$ cat src/shared/asrc_defines.vh
// register map, field positions, reset values and codes of the sequence/result control block
`ifndef ASRC_DEFINES_VH
`define ASRC_DEFINES_VH
// ----------------------------------------
// register index (byte offset is the index times four)
// ----------------------------------------
`define ASRC_IDX_TRIG_CTRL 4'h2
`define ASRC_IDX_SEQ_RES_CTRL 4'h3
`define ASRC_IDX_CHAN_START 4'h5
`define ASRC_IDX_STATUS 4'h6
`define ASRC_IDX_CCF 4'h7
`define ASRC_IDX_IRQ_STATUS 4'h8
`define ASRC_IDX_IRQ_MASK 4'h9
`define ASRC_IDX_COMPARE_EN 4'hA
// ----------------------------------------
// field positions
// ----------------------------------------
`define ASRC_BIT_JUSTIFY 7
`define ASRC_BIT_LEN_HI 6
`define ASRC_BIT_LEN_LO 3
`define ASRC_BIT_FIFO 2
`define ASRC_BIT_FRZ_HI 1
`define ASRC_BIT_FRZ_LO 0
`define ASRC_BIT_TRIG_LE 4
`define ASRC_BIT_TRIG_POL 3
`define ASRC_BIT_TRIG_EN 2
`define ASRC_BIT_CMP_IE 0
`define ASRC_BIT_SCAN 5
// ----------------------------------------
// reset values
// ----------------------------------------
`define ASRC_RST_SEQ_RES_CTRL 8'h20
`define ASRC_RST_TRIG_CTRL 8'h00
`define ASRC_RST_CHAN_START 8'h00
// ----------------------------------------
// debug halt codes
// ----------------------------------------
`define ASRC_FRZ_RUN 2'b00
`define ASRC_FRZ_FINISH 2'b10
`define ASRC_FRZ_NOW 2'b11
// ----------------------------------------
// interrupt status bits
// ----------------------------------------
`define ASRC_IRQ_SEQ_DONE 0
`define ASRC_IRQ_CONV_DONE 1
`define ASRC_IRQ_COMPARE 2
`define ASRC_IRQ_ABORT 3
// ----------------------------------------
// bus responses
// ----------------------------------------
`define ASRC_RESP_OKAY 2'b00
`define ASRC_RESP_SLVERR 2'b10
`endif

$ cat src/rtl/asrc_trig_detect.v
// external trigger synchroniser and sensitivity decoder
`timescale 1ns/1ps
module asrc_trig_detect (
	input wire clk,
	input wire rst,
	input wire trig_pin,
	input wire trigger_level_not_edge,
	input wire trigger_polarity,
	output reg trig_event
);
	reg s1_q;
	reg s2_q;
	reg s3_q;
	reg lvl_q;
	wire agree;
	wire lvl_d;

	// three stages; a change counts only when stages two and three agree
	always @(posedge clk) begin
		if (rst) begin
			s1_q <= 1'b0;
			s2_q <= 1'b0;
			s3_q <= 1'b0;
		end else begin
			s1_q <= trig_pin;
			s2_q <= s1_q;
			s3_q <= s2_q;
		end
	end

	assign agree = (s2_q == s3_q);
	assign lvl_d = agree ? s3_q : lvl_q;

	// filtered level, then edge or level per the sensitivity bits
	always @(posedge clk) begin
		if (rst) begin
			lvl_q <= 1'b0;
		end else begin
			lvl_q <= lvl_d;
		end
	end

	// 00 falling, 01 rising, 10 low level, 11 high level
	always @* begin
		case ({trigger_level_not_edge, trigger_polarity})
			2'b00: trig_event = lvl_q & ~lvl_d;
			2'b01: trig_event = ~lvl_q & lvl_d;
			2'b10: trig_event = ~lvl_q;
			default: trig_event = lvl_q;
		endcase
	end
endmodule

$ cat src/rtl/asrc_seq_ctrl.v
// sequence engine: conversion counting, result index and complete flags
`timescale 1ns/1ps
`include "asrc_defines.vh"
module asrc_seq_ctrl #(
	parameter RES_ENTRIES = 8,
	parameter IDX_W = 3
) (
	input wire clk,
	input wire rst,
	input wire abort,
	input wire start,
	input wire trig_event,
	input wire trig_en,
	input wire scan,
	input wire fifo_mode,
	input wire [3:0] seq_len_code,
	input wire [1:0] debug_halt_select,
	input wire freeze,
	input wire conv_done,
	input wire [7:0] ccf_clear,
	output reg conv_start_q,
	output reg busy_q,
	output reg [IDX_W-1:0] result_index_q,
	output reg [7:0] ccf_q,
	output reg seq_done_q,
	output reg res_write_q,
	output reg [IDX_W-1:0] res_addr_q
);
	reg armed_q;
	reg [3:0] done_cnt_q;
	reg in_conv_q;
	wire [3:0] seq_len;
	wire halt_now;
	wire halt_new;
	wire last;
	wire [IDX_W-1:0] idx_inc;
	wire go;

	// 0000 and top-bit codes mean eight conversions
	assign seq_len = (seq_len_code[3] || seq_len_code == 4'h0) ? 4'h8 : seq_len_code;
	// frozen immediately, or no new conversion after the current one
	assign halt_now = freeze && debug_halt_select == `ASRC_FRZ_NOW;
	assign halt_new = freeze && (debug_halt_select == `ASRC_FRZ_NOW ||
		debug_halt_select == `ASRC_FRZ_FINISH);
	assign last = (done_cnt_q + 4'h1) == seq_len;
	// wrap from the last entry back to zero
	assign idx_inc = (result_index_q == RES_ENTRIES - 1) ? {IDX_W{1'b0}} :
		result_index_q + 1'b1;
	assign go = start ? ~trig_en : (armed_q && trig_event && !busy_q);

	// sequence state; abort and start clear the index even in fifo mode
	always @(posedge clk) begin
		if (rst) begin
			armed_q <= 1'b0;
			busy_q <= 1'b0;
			in_conv_q <= 1'b0;
			done_cnt_q <= 4'h0;
			result_index_q <= {IDX_W{1'b0}};
			conv_start_q <= 1'b0;
			seq_done_q <= 1'b0;
			res_write_q <= 1'b0;
			res_addr_q <= {IDX_W{1'b0}};
		end else begin
			conv_start_q <= 1'b0;
			seq_done_q <= 1'b0;
			res_write_q <= 1'b0;
			if (abort || start) begin
				busy_q <= 1'b0;
				in_conv_q <= 1'b0;
				done_cnt_q <= 4'h0;
				result_index_q <= {IDX_W{1'b0}};
				armed_q <= start & trig_en;
				if (go) begin
					busy_q <= 1'b1;
				end
			end else if (go) begin
				busy_q <= 1'b1;
				done_cnt_q <= 4'h0;
				if (!fifo_mode) begin
					result_index_q <= {IDX_W{1'b0}};
				end
			end else if (busy_q && !in_conv_q && !halt_new) begin
				in_conv_q <= 1'b1;
				conv_start_q <= 1'b1;
			end else if (in_conv_q && conv_done && !halt_now) begin
				in_conv_q <= 1'b0;
				res_write_q <= 1'b1;
				res_addr_q <= result_index_q;
				result_index_q <= idx_inc;
				done_cnt_q <= done_cnt_q + 4'h1;
				if (last) begin
					seq_done_q <= 1'b1;
					done_cnt_q <= 4'h0;
					busy_q <= scan & ~trig_en;
					if (!fifo_mode) begin
						result_index_q <= {IDX_W{1'b0}};
					end
				end
			end
		end
	end

	// one complete flag per written register; set beats clear
	always @(posedge clk) begin
		if (rst) begin
			ccf_q <= 8'h00;
		end else begin
			ccf_q <= (ccf_q & ~ccf_clear) |
				((in_conv_q && conv_done && !halt_now && !abort && !start) ?
				(8'h01 << result_index_q) : 8'h00);
		end
	end
endmodule

$ cat src/rtl/asrc_top.v
// axi4-lite register front end of the converter sequence/result control
//
// Functional notes
// sensitivity codes 00 falling, 01 rising, 10 low level, 11 high level.
// level/edge and polarity bits decode the external trigger when enabled.
// any write to sequence/result control aborts the running sequence.
// results unsigned; justify bit 7 zero left-aligns, one right-aligns.
// length bits 6..3; 0000 or top bit set means 8, else 1..7.
// reset leaves only the weight-four length bit set, four conversions.
// non-fifo: n-th conversion goes to n-th result register.
// fifo mode: index not reset at sequence edges; results go consecutively.
// fifo scanning wraps the index after the last register.
// current result index readable as counter in the status register.
// abort or new start clears the counter, even in fifo mode.
// fifo mode disables compare as if all compare enables were zero.
// a complete flag sets for each result register written.
// freeze bits 1..0: 00 run, 01 reserved, 10 finish then halt, 11 halt now.
// write to channel/start aborts and starts; with trigger on it arms instead.
// result file has eight entries; fifo index wraps seven to zero.
`timescale 1ns/1ps
`include "asrc_defines.vh"
module asrc_top #(
	parameter RES_ENTRIES = 8,
	parameter IDX_W = 3,
	parameter RES_W = 12
) (
	input wire CLK,
	input wire RST,
	input wire [31:0] S_AXI_AWADDR,
	input wire S_AXI_AWVALID,
	output reg S_AXI_AWREADY,
	input wire [31:0] S_AXI_WDATA,
	input wire [3:0] S_AXI_WSTRB,
	input wire S_AXI_WVALID,
	output reg S_AXI_WREADY,
	output reg [1:0] S_AXI_BRESP,
	output reg S_AXI_BVALID,
	input wire S_AXI_BREADY,
	input wire [31:0] S_AXI_ARADDR,
	input wire S_AXI_ARVALID,
	output reg S_AXI_ARREADY,
	output reg [31:0] S_AXI_RDATA,
	output reg [1:0] S_AXI_RRESP,
	output reg S_AXI_RVALID,
	input wire S_AXI_RREADY,
	input wire TRIG_PIN,
	input wire FREEZE,
	input wire CONV_DONE,
	input wire [RES_W-1:0] CONV_RAW,
	input wire CMP_MATCH,
	output reg CONV_START,
	output reg RES_WRITE,
	output reg [IDX_W-1:0] RES_ADDR,
	output reg [15:0] RES_DATA,
	output reg CMP_ACTIVE,
	output reg IRQ
);
	// ----------------------------------------
	// register state
	// ----------------------------------------
	reg [7:0] seq_res_ctrl_q;
	reg [7:0] trig_ctrl_q;
	reg [7:0] chan_start_q;
	reg [7:0] compare_en_q;
	reg [3:0] irq_status_q;
	reg [3:0] irq_mask_q;
	reg [31:0] aw_addr_q;
	reg aw_have_q;
	reg [31:0] w_data_q;
	reg [3:0] w_strb_q;
	reg w_have_q;
	reg [RES_W-1:0] raw_q;
	reg [IDX_W-1:0] cmp_idx_q;
	reg cmp_pend_q;
	wire wr_fire;
	wire [3:0] wr_idx;
	wire wr_ok;
	wire wr_seq;
	wire wr_start;
	wire [3:0] rd_idx;
	wire trig_event;
	wire conv_start;
	wire busy;
	wire [IDX_W-1:0] result_index;
	wire [7:0] ccf;
	wire seq_done;
	wire res_write;
	wire [IDX_W-1:0] res_addr;
	wire fifo_mode;
	wire cmp_on;
	wire [7:0] ccf_clear;
	wire [3:0] irq_set;
	reg [31:0] rd_data;
	reg rd_ok;

	assign fifo_mode = seq_res_ctrl_q[`ASRC_BIT_FIFO];
	assign wr_fire = aw_have_q && w_have_q && !S_AXI_BVALID;
	assign wr_idx = aw_addr_q[5:2];
	assign wr_ok = aw_addr_q[31:6] == 26'h0 && aw_addr_q[1:0] == 2'b00 &&
		(wr_idx == `ASRC_IDX_TRIG_CTRL || wr_idx == `ASRC_IDX_SEQ_RES_CTRL ||
		wr_idx == `ASRC_IDX_CHAN_START || wr_idx == `ASRC_IDX_CCF ||
		wr_idx == `ASRC_IDX_IRQ_STATUS || wr_idx == `ASRC_IDX_IRQ_MASK ||
		wr_idx == `ASRC_IDX_COMPARE_EN);
	// byte-lane-0 writes only: no register is wider than eight bits
	assign wr_seq = wr_fire && wr_ok && wr_idx == `ASRC_IDX_SEQ_RES_CTRL && w_strb_q[0];
	assign wr_start = wr_fire && wr_ok && wr_idx == `ASRC_IDX_CHAN_START && w_strb_q[0];
	assign ccf_clear = (wr_fire && wr_ok && wr_idx == `ASRC_IDX_CCF && w_strb_q[0]) ?
		w_data_q[7:0] : 8'h00;
	// compare is forced off in fifo mode
	assign cmp_on = !fifo_mode && trig_ctrl_q[`ASRC_BIT_CMP_IE];

	// ----------------------------------------
	// axi write channel: address and data in either order
	// ----------------------------------------
	always @(posedge CLK) begin
		if (RST) begin
			S_AXI_AWREADY <= 1'b1;
			S_AXI_WREADY <= 1'b1;
			S_AXI_BVALID <= 1'b0;
			S_AXI_BRESP <= `ASRC_RESP_OKAY;
			aw_have_q <= 1'b0;
			w_have_q <= 1'b0;
			aw_addr_q <= 32'h0000_0000;
			w_data_q <= 32'h0000_0000;
			w_strb_q <= 4'h0;
		end else begin
			if (S_AXI_AWVALID && S_AXI_AWREADY) begin
				aw_addr_q <= S_AXI_AWADDR;
				aw_have_q <= 1'b1;
				S_AXI_AWREADY <= 1'b0;
			end
			if (S_AXI_WVALID && S_AXI_WREADY) begin
				w_data_q <= S_AXI_WDATA;
				w_strb_q <= S_AXI_WSTRB;
				w_have_q <= 1'b1;
				S_AXI_WREADY <= 1'b0;
			end
			if (wr_fire) begin
				aw_have_q <= 1'b0;
				w_have_q <= 1'b0;
				S_AXI_BVALID <= 1'b1;
				S_AXI_BRESP <= wr_ok ? `ASRC_RESP_OKAY : `ASRC_RESP_SLVERR;
			end
			if (S_AXI_BVALID && S_AXI_BREADY) begin
				S_AXI_BVALID <= 1'b0;
				S_AXI_AWREADY <= 1'b1;
				S_AXI_WREADY <= 1'b1;
			end
		end
	end

	// ----------------------------------------
	// control registers
	// ----------------------------------------
	always @(posedge CLK) begin
		if (RST) begin
			seq_res_ctrl_q <= `ASRC_RST_SEQ_RES_CTRL;
			trig_ctrl_q <= `ASRC_RST_TRIG_CTRL;
			chan_start_q <= `ASRC_RST_CHAN_START;
			compare_en_q <= 8'h00;
			irq_mask_q <= 4'h0;
		end else if (wr_fire && wr_ok && w_strb_q[0]) begin
			case (wr_idx)
				`ASRC_IDX_SEQ_RES_CTRL: seq_res_ctrl_q <= w_data_q[7:0];
				`ASRC_IDX_TRIG_CTRL: trig_ctrl_q <= w_data_q[7:0];
				`ASRC_IDX_CHAN_START: chan_start_q <= w_data_q[7:0];
				`ASRC_IDX_COMPARE_EN: compare_en_q <= w_data_q[7:0];
				`ASRC_IDX_IRQ_MASK: irq_mask_q <= w_data_q[3:0];
				default: irq_mask_q <= irq_mask_q;
			endcase
		end
	end

	// ----------------------------------------
	// interrupt status: sticky, write one to clear, set wins
	// ----------------------------------------
	assign irq_set = {wr_seq | (wr_start & busy),
		cmp_pend_q & CMP_MATCH,
		res_write, seq_done};
	always @(posedge CLK) begin
		if (RST) begin
			irq_status_q <= 4'h0;
			IRQ <= 1'b0;
		end else begin
			if (wr_fire && wr_ok && wr_idx == `ASRC_IDX_IRQ_STATUS && w_strb_q[0]) begin
				irq_status_q <= (irq_status_q & ~w_data_q[3:0]) | irq_set;
			end else begin
				irq_status_q <= irq_status_q | irq_set;
			end
			IRQ <= |((irq_status_q | irq_set) & irq_mask_q);
		end
	end

	// ----------------------------------------
	// result formatting and compare pairing
	// ----------------------------------------
	// unsigned data; left-aligned unless justify bit set
	always @(posedge CLK) begin
		if (RST) begin
			raw_q <= {RES_W{1'b0}};
			RES_WRITE <= 1'b0;
			RES_ADDR <= {IDX_W{1'b0}};
			RES_DATA <= 16'h0000;
			CONV_START <= 1'b0;
			CMP_ACTIVE <= 1'b0;
			cmp_pend_q <= 1'b0;
			cmp_idx_q <= {IDX_W{1'b0}};
		end else begin
			if (CONV_DONE) begin
				raw_q <= CONV_RAW;
			end
			RES_WRITE <= res_write;
			RES_ADDR <= res_addr;
			CONV_START <= conv_start;
			if (seq_res_ctrl_q[`ASRC_BIT_JUSTIFY]) begin
				RES_DATA <= {{(16-RES_W){1'b0}}, raw_q};
			end else begin
				RES_DATA <= {raw_q, {(16-RES_W){1'b0}}};
			end
			cmp_pend_q <= res_write && cmp_on && compare_en_q[res_addr];
			cmp_idx_q <= res_addr;
			CMP_ACTIVE <= res_write && cmp_on && compare_en_q[res_addr];
		end
	end

	// ----------------------------------------
	// axi read channel
	// ----------------------------------------
	assign rd_idx = S_AXI_ARADDR[5:2];
	always @* begin
		rd_data = 32'h0000_0000;
		rd_ok = S_AXI_ARADDR[31:6] == 26'h0 && S_AXI_ARADDR[1:0] == 2'b00;
		case (rd_idx)
			`ASRC_IDX_TRIG_CTRL: rd_data[7:0] = trig_ctrl_q;
			`ASRC_IDX_SEQ_RES_CTRL: rd_data[7:0] = seq_res_ctrl_q;
			`ASRC_IDX_CHAN_START: rd_data[7:0] = chan_start_q;
			`ASRC_IDX_STATUS: rd_data[7:0] = {busy, 4'h0, result_index};
			`ASRC_IDX_CCF: rd_data[7:0] = ccf;
			`ASRC_IDX_IRQ_STATUS: rd_data[3:0] = irq_status_q;
			`ASRC_IDX_IRQ_MASK: rd_data[3:0] = irq_mask_q;
			`ASRC_IDX_COMPARE_EN: rd_data[7:0] = compare_en_q;
			default: rd_ok = 1'b0;
		endcase
	end
	always @(posedge CLK) begin
		if (RST) begin
			S_AXI_ARREADY <= 1'b1;
			S_AXI_RVALID <= 1'b0;
			S_AXI_RDATA <= 32'h0000_0000;
			S_AXI_RRESP <= `ASRC_RESP_OKAY;
		end else if (S_AXI_ARVALID && S_AXI_ARREADY) begin
			S_AXI_ARREADY <= 1'b0;
			S_AXI_RVALID <= 1'b1;
			S_AXI_RDATA <= rd_ok ? rd_data : 32'h0000_0000;
			S_AXI_RRESP <= rd_ok ? `ASRC_RESP_OKAY : `ASRC_RESP_SLVERR;
		end else if (S_AXI_RVALID && S_AXI_RREADY) begin
			S_AXI_RVALID <= 1'b0;
			S_AXI_ARREADY <= 1'b1;
		end
	end

	// ----------------------------------------
	// sub-blocks
	// ----------------------------------------
	asrc_trig_detect u_trig (
		.clk(CLK),
		.rst(RST),
		.trig_pin(TRIG_PIN),
		.trigger_level_not_edge(trig_ctrl_q[`ASRC_BIT_TRIG_LE]),
		.trigger_polarity(trig_ctrl_q[`ASRC_BIT_TRIG_POL]),
		.trig_event(trig_event)
	);

	asrc_seq_ctrl #(
		.RES_ENTRIES(RES_ENTRIES),
		.IDX_W(IDX_W)
	) u_seq (
		.clk(CLK),
		.rst(RST),
		.abort(wr_seq),
		.start(wr_start),
		.trig_event(trig_event),
		.trig_en(trig_ctrl_q[`ASRC_BIT_TRIG_EN]),
		.scan(chan_start_q[`ASRC_BIT_SCAN]),
		.fifo_mode(fifo_mode),
		.seq_len_code(seq_res_ctrl_q[`ASRC_BIT_LEN_HI:`ASRC_BIT_LEN_LO]),
		.debug_halt_select(seq_res_ctrl_q[`ASRC_BIT_FRZ_HI:`ASRC_BIT_FRZ_LO]),
		.freeze(FREEZE),
		.conv_done(CONV_DONE),
		.ccf_clear(ccf_clear),
		.conv_start_q(conv_start),
		.busy_q(busy),
		.result_index_q(result_index),
		.ccf_q(ccf),
		.seq_done_q(seq_done),
		.res_write_q(res_write),
		.res_addr_q(res_addr)
	);
endmodule

$ cat config.mk
export PLATFORM = sky130hd
export DESIGN_NAME = asrc_top
export DESIGN_NICKNAME = d
export VERILOG_FILES = /design/src/rtl/asrc_trig_detect.v /design/src/rtl/asrc_seq_ctrl.v /design/src/rtl/asrc_top.v
export VERILOG_INCLUDE_DIRS = /design/src /design/src/shared
export SDC_FILE = /design/constraint.sdc
export NUM_CORES = 1
export LEC_CHECK = 0
export CORE_MARGIN = 2
export CORE_UTILIZATION = 43
export CTS_BUF_LIST = sky130_fd_sc_hd__clkbuf_4 sky130_fd_sc_hd__clkbuf_8
export CTS_CLUSTER_SIZE = 20
export DETAILED_ROUTE_END_ITERATION = 8
export DONT_BUFFER_PORTS = 1
export GPL_TIMING_DRIVEN = 0
export SLEW_MARGIN = 20
export SYNTH_ARGS = -nofsm -noshare
export SYNTH_HDL_FRONTEND = slang
export SYNTH_SLANG_ARGS = --single-unit
$ cat constraint.sdc
create_clock -name CLK -period 3.04 [get_ports CLK]
set_input_delay 0.152 -clock CLK [delete_from_list [all_inputs] [get_ports CLK]]
set_output_delay 0.152 -clock CLK [all_outputs]
set_load 0.03 [all_outputs]
-- Yosys cells after proc, flatten, opt, wreduce, memory -nomap -nowiden
Index checks and enable logic that the tools add are counted.
- bits in registers: 187
- output and inout port bits: 64
- word-level logic and storage cells: 214
- add/sub/neg operators: 2
- order comparisons: 1
- equal/unequal tests: 25
- shifts and indexed selects: 1
- multiplexer cells: 39
- bitwise operators: 23
- reduce and logical (&&, ||, !) cells: 81
- operators by type and width (operator ; count):
    zero test 26 bit ; 2
    logical AND 1 bit ; 33
    case mux 4 bit (8 select lines) ; 1
    == test 4 bit, second input constant ; 6
    two-way mux 8 bit ; 3
    case mux 4 bit (6 select lines) ; 1
    two-way mux 3 bit ; 7
    == test 4 x 3 -> 1 bit, second input constant ; 5
    two-way mux 1 bit ; 19
    == test 4 x 2 -> 1 bit, second input constant ; 4
    AND reduction 2 bit ; 7
    two-way mux 12 bit ; 1
    two-way mux 4 bit ; 3
    OR reduction 2 bit ; 5
    logical OR 1 bit ; 9
    AND 4 bit ; 2
    AND 8 bit ; 1
    zero test 1 bit ; 8
    inverter 1 bit ; 8
    inverter 8 bit ; 1
    OR 4 bit ; 2
    OR 8 bit ; 1
    OR reduction 4 bit ; 2
    OR reduction 8 bit ; 1
    26 further kinds ; 40

-- Depth between registers and ports, before layout
- word-level depth: 16
- depth in mapped cells: 8
- mapped depth without buffers: 7

-- Cells and area by module
Synthesis repeated with hierarchy kept, for this count alone.
- cell total of the unflattened synthesis: 796
- area, all modules: 7215.7 um^2
- modules (own cells, without submodules) (module ; instances ; cells an instance ; area an instance (um^2)):
    asrc_top ; 1 ; 644 ; 5825.6
    asrc_seq_ctrl ; 1 ; 137 ; 1214.9
    asrc_trig_detect ; 1 ; 15 ; 175.2

-- Worst setup path after synthesis
Ideal clock, no wire load.
- kind: flip-flop to flip-flop
- start: reg S_AXI_BVALID
- end: reg u_seq.result_index_q[2]
- library setup time: 0.117 ns
- arrival time: 2.240 ns
- slack: 0.682 ns
- stages on the path, launching flop included: 9
- path through: dfxtp_1 > and3b_1 > clkbuf_1 > nand2_1 > or4_4 > buf_6 > mux2i_4 > o221a_4 > a32o_1
- cells in the longest elaborated chain, start to end: 8
- ends and longest elaborated chain (item ; RTL line ; text):
    start, declared ; asrc_top.v:37 ; output reg S_AXI_BVALID,
    start signal, assigned ; asrc_top.v:119 ; S_AXI_BVALID <= 1'b0;
    start signal, assigned ; asrc_top.v:141 ; S_AXI_BVALID <= 1'b1;
    start signal, assigned ; asrc_top.v:145 ; S_AXI_BVALID <= 1'b0;
    zero test 1 bit (*) ; asrc_top.v:97 ; assign wr_fire = aw_have_q && w_have_q && !S_AXI_BVALID;
    logical AND 1 bit (*) ; asrc_top.v:97 ;
    logical AND 1 bit (*) ; asrc_top.v:105, asrc_top.v:106 ;
    logical AND 1 bit (no source line) ; - ;
    logical AND 1 bit ; asrc_top.v:106 ; assign wr_start = wr_fire && wr_ok && wr_idx == `ASRC_IDX_CHAN_START && w_strb_q[0];
    two-way mux 1 bit ; asrc_seq_ctrl.v:49 ; assign go = start ? ~trig_en : (armed_q && trig_event && !busy_q);
    inequality test 2 x 1 -> 1 bit (no source line), or another cell as far along ; - ;
    AND reduction 3 bit (no source line) ; - ;
    end signal, assigned ; asrc_seq_ctrl.v:58 ; result_index_q <= {IDX_W{1'b0}};
    end signal, assigned ; asrc_seq_ctrl.v:71 ; result_index_q <= {IDX_W{1'b0}};
    end signal, assigned ; asrc_seq_ctrl.v:80 ; result_index_q <= {IDX_W{1'b0}};
    end, declared ; asrc_seq_ctrl.v:23 ; output reg [IDX_W-1:0] result_index_q,
Mark *: on every way between the ends. The rest lies on a longest branch, timed or not.
A chain may end at the register's enable or synchronous reset.

-- Worst setup path in the final report
- start: reg S_AXI_BVALID
- end: reg irq_status_q[2]
- cells in the longest elaborated chain, start to end: 6
- ends and longest elaborated chain (item ; RTL line ; text):
    zero test 1 bit ; asrc_top.v:97 ;
    logical AND 1 bit ; asrc_top.v:97 ;
    logical AND 1 bit ; asrc_top.v:185 ; if (wr_fire && wr_ok && wr_idx == `ASRC_IDX_IRQ_STATUS && w_strb_q[0]) begin
    logical AND 1 bit (no source line) ; - ;
    logical AND 1 bit ; asrc_top.v:185 ;
    two-way mux 4 bit ; asrc_top.v:185 ;
    end signal, assigned ; asrc_top.v:186 ; irq_status_q <= (irq_status_q & ~w_data_q[3:0]) | irq_set;
    end signal, assigned ; asrc_top.v:188 ; irq_status_q <= irq_status_q | irq_set;
    end, declared ; asrc_top.v:65 ; reg [3:0] irq_status_q;
No other way between the ends.

==> flow_summary.toml <==
[status]
status = "finished, final reports clean"

[route]
vias = 6063
routed_wl_um = 19700
ant_nets = 0
post_drt_wl_per_cell_um = 17.4
dr.pass1.iters = 5
drt_iter0_markers = 447
vias_per_cell = 5.36
drcViolationCount = 0

[synth]
synth-seq-cells = 161
yosysSeqAreaShare = 0.459
synth_top_area_share = 0.459
async_flop_share = 0
synthTopCellsByArea = "dfxtp_1 46%, mux2i_1 10%, nand2_1 6.4%"
synth_most_common_cell = "dfxtp_1"
yosys_warnings = 0
synth_top_area_cell = "dfxtp_1"
yosysUniqueCellTypes = 64
yosys-top-cells-count = "161 x dfxtp_1, 120 x nand2_1, 90 x nor2_1, 73 x mux2i_1, 66 x a21oi_1"
syn_area_per_cell_um2 = 8.83
ys.flop_type = "dfxtp_1"
synth_edf_count = 0
syn_inst = 795
netlist_area_um2 = 7020

[die]
die_y_um = 132
core_region_area_um2 = 15900
dieArea_um2 = 17400
rows = 46
die_w_um = 132
ioPinCount = 187
start_util = 0.440

[sta]
relSlewSlack = 0.239
finalCritPeriodShare = 0.946
finalCriticalPeriod_ns = 2.88
fmax_ghz = 0.348
finalClockSkew_ns = 0.0145
hold_viol = 0
slew_viol_final = 0
holdWs_ns = 0.0311
setup_tns_ns = 0
tightest_slew_ns = 1.13
setup_ws_ns = 0.164
rsz0062_at_grt = "false"
setup_viol = 0

[cts]
cts_sinks = 161
cts_root_buf = "clkbuf_8"
cts_tree = "built"
clock_path_buffers = 2
clkSlewWorstSetupHoldPaths_ns = 0.09
htreeDepth = 4
cts_resized = 0
post_cts_buffers = 0
clk_latency_ns = 0.47
numCtsBuffers = 17

[worst_setup_path]
cp-end-kind = "register"
worstSetupEndpoint = "irq_status_q[2]"
start_kind = "register"
rr_endpoint = "irq_status_q[2]"
startpoint = "S_AXI_BVALID"
critPathKind = "reg2reg"
rrSetupSlack_ns = 0.16
r2r_cells = 6
arrival_ns = 3.18
reg2reg_from = "S_AXI_BVALID"
worstPathMaxFanout = 7
crit_required_ns = 3.35

[flow_run]
drv_cap = 0

[power]
vdd.ir_drop.worst_uv = 298
p_leak_nw = 3.37
p_per_area_nw_per_um2 = 507
p_total_mw = 4.28

[global_route]
grt_max_degree = 17
grt_usage = 0.229
grt_pass1_wl_um = 31300
antenna_found_initial = 0
gr-total-overflow = 0
grtUsageMet3 = 0.0484
grt_pass1_vias = 5985
grt-busiest-layer = "met2"
met1_usage = 0.294
grtUsageMet2 = 0.374

[layout]
syn_to_final_growth_pct = 20.3
final_nets = 1033
utilization = 0.529
multi_input_area_um2 = 3460
drive_above_1_share = 0.0896
antenna_cells = 0
register_area_um2 = 3220
fill_cells = 1534

[place]
dp_hpwl_um = 14500
portBuffers = 0
gp_congestion = 0.953
dp_slack_ns = 0.216

[worst_hold_path]
hold_path.class = "in2reg"
worstHoldPathCells = 2
## cell usage in the layout (no fill, tap or decap), types with 4 or more instances in the layout
cell / instances
nand4_1: 4
nor3_1: 4
nand3_1: 14
clkbuf_8: 18
o221ai_1: 5
dlygate4sd3_1: 63
o21ai_0: 16
conb_1: 26
nor4_1: 20
nor2b_1: 21
a21oi_1: 66
buf_2: 5
nand2_1: 120
a32o_1: 4
mux2i_1: 73
dfxtp_1: 161
and2_1: 12
nand2b_1: 4
inv_1: 17
buf_1: 7
nor4_2: 5
nor2_1: 90
a32oi_1: 6
and3b_1: 4
buf_4: 27
a22oi_1: 14
ha_1: 7
clkbuf_1: 31
## metrics by stage
step           cells  area, um2
4_1_cts         1131       8440
3_3_place_gp    1036       7380
6_report        1131       8440
5_1_grt         1131       8440
2_1_floorplan    820       7110
3_5_place_dp    1037       7400
## critical path, cell delays in order, from the launching register on
cell and delay, ns:
dfxtp_1 0.45, and3b_1 0.28, clkbuf_1 0.28, nand3_1 0.10
or4_1 0.42, nor4b_1 0.96, a311oi_1 0.23
## what timing repair did
action,4_1_cts,5_1_grt
hold buffers,63,0
hold endpoints to repair,68,0
setup endpoints to repair,0,0
## metal layers
| metal | share of wire | vias to the layer above | wire (um) |
|---|---|---|---|
| li1 | - | 2928 | - |
| met2 | 0.48 | 200 | 9400 |
| met3 | 0.054 | 40 | 1060 |
| met4 | 0.031 | 0 | 602 |
| met1 | 0.44 | 2895 | 8610 |
| met5 | 0 | - | 0 |
## power by group
| group | switching [mW] | internal (mW) | leakage (nW) |
|---|---|---|---|
| logic | 0.230 | 0.159 | 1.85 |
| registers | 0.0730 | 2.16 | 1.31 |
| clock network | 0.809 | 0.843 | 0.206 |
## cell families (layout without fill, tap and decap cells)
kind of cell | count (synthesis) | count (layout) | synth area share
simple gates | 321 | 321 | 0.219
xor+xnor | 3 | 3 | 0.00374
other cells | 1 | 26 | 0.000534
fa+ha+maj | 7 | 7 | 0.0125
mux | 78 | 78 | 0.117
flops | 161 | 161 | 0.459
buf+inv | 87 | 182 | 0.0624
compound gates | 137 | 137 | 0.125
## how the worst min path moves through the flow
| stage | startpoint | to | slack [ns] |
|---|---|---|---|
| 6_report | CMP_MATCH | irq_status_q[2] | 0.03 |
| 5_1_grt | CMP_MATCH | irq_status_q[2] | 0.004 |
| 4_1_cts | CMP_MATCH | irq_status_q[2] | 0.009 |
| 3_5_place_dp | S_AXI_WVALID | S_AXI_WREADY | 0.26 |
| 3_3_place_gp | S_AXI_AWVALID | S_AXI_AWREADY | 0.25 |
| 2_1_floorplan | S_AXI_AWVALID | S_AXI_AWREADY | 0.25 |
## registers in the layout, summed over array words and instances, names as in the netlist, 3 cells and up
register / count
S_AXI_RDATA: 8
u_seq.ccf_q: 8
trig_ctrl_q: 8
RES_DATA: 16
u_seq.result_index_q: 3
seq_res_ctrl_q: 8
u_seq.res_addr_q: 3
irq_mask_q: 4
w_data_q: 8
raw_q: 12
compare_en_q: 8
RES_ADDR: 3
aw_addr_q: 32
u_seq.done_cnt_q: 4
irq_status_q: 4
chan_start_q: 8
## final cells by class
type | count | area share
repair buffers | 64 | 0.0756
well taps | 216 | 0.0320
multi-input cells | 572 | 0.410
plain buffers | 70 | 0.0443
clock inverters | 12 | 0.0188
inverters | 17 | 0.00756
flip-flops and latches | 161 | 0.382
clock buffers | 19 | 0.0302
Power figures use the tool's default switching activity.
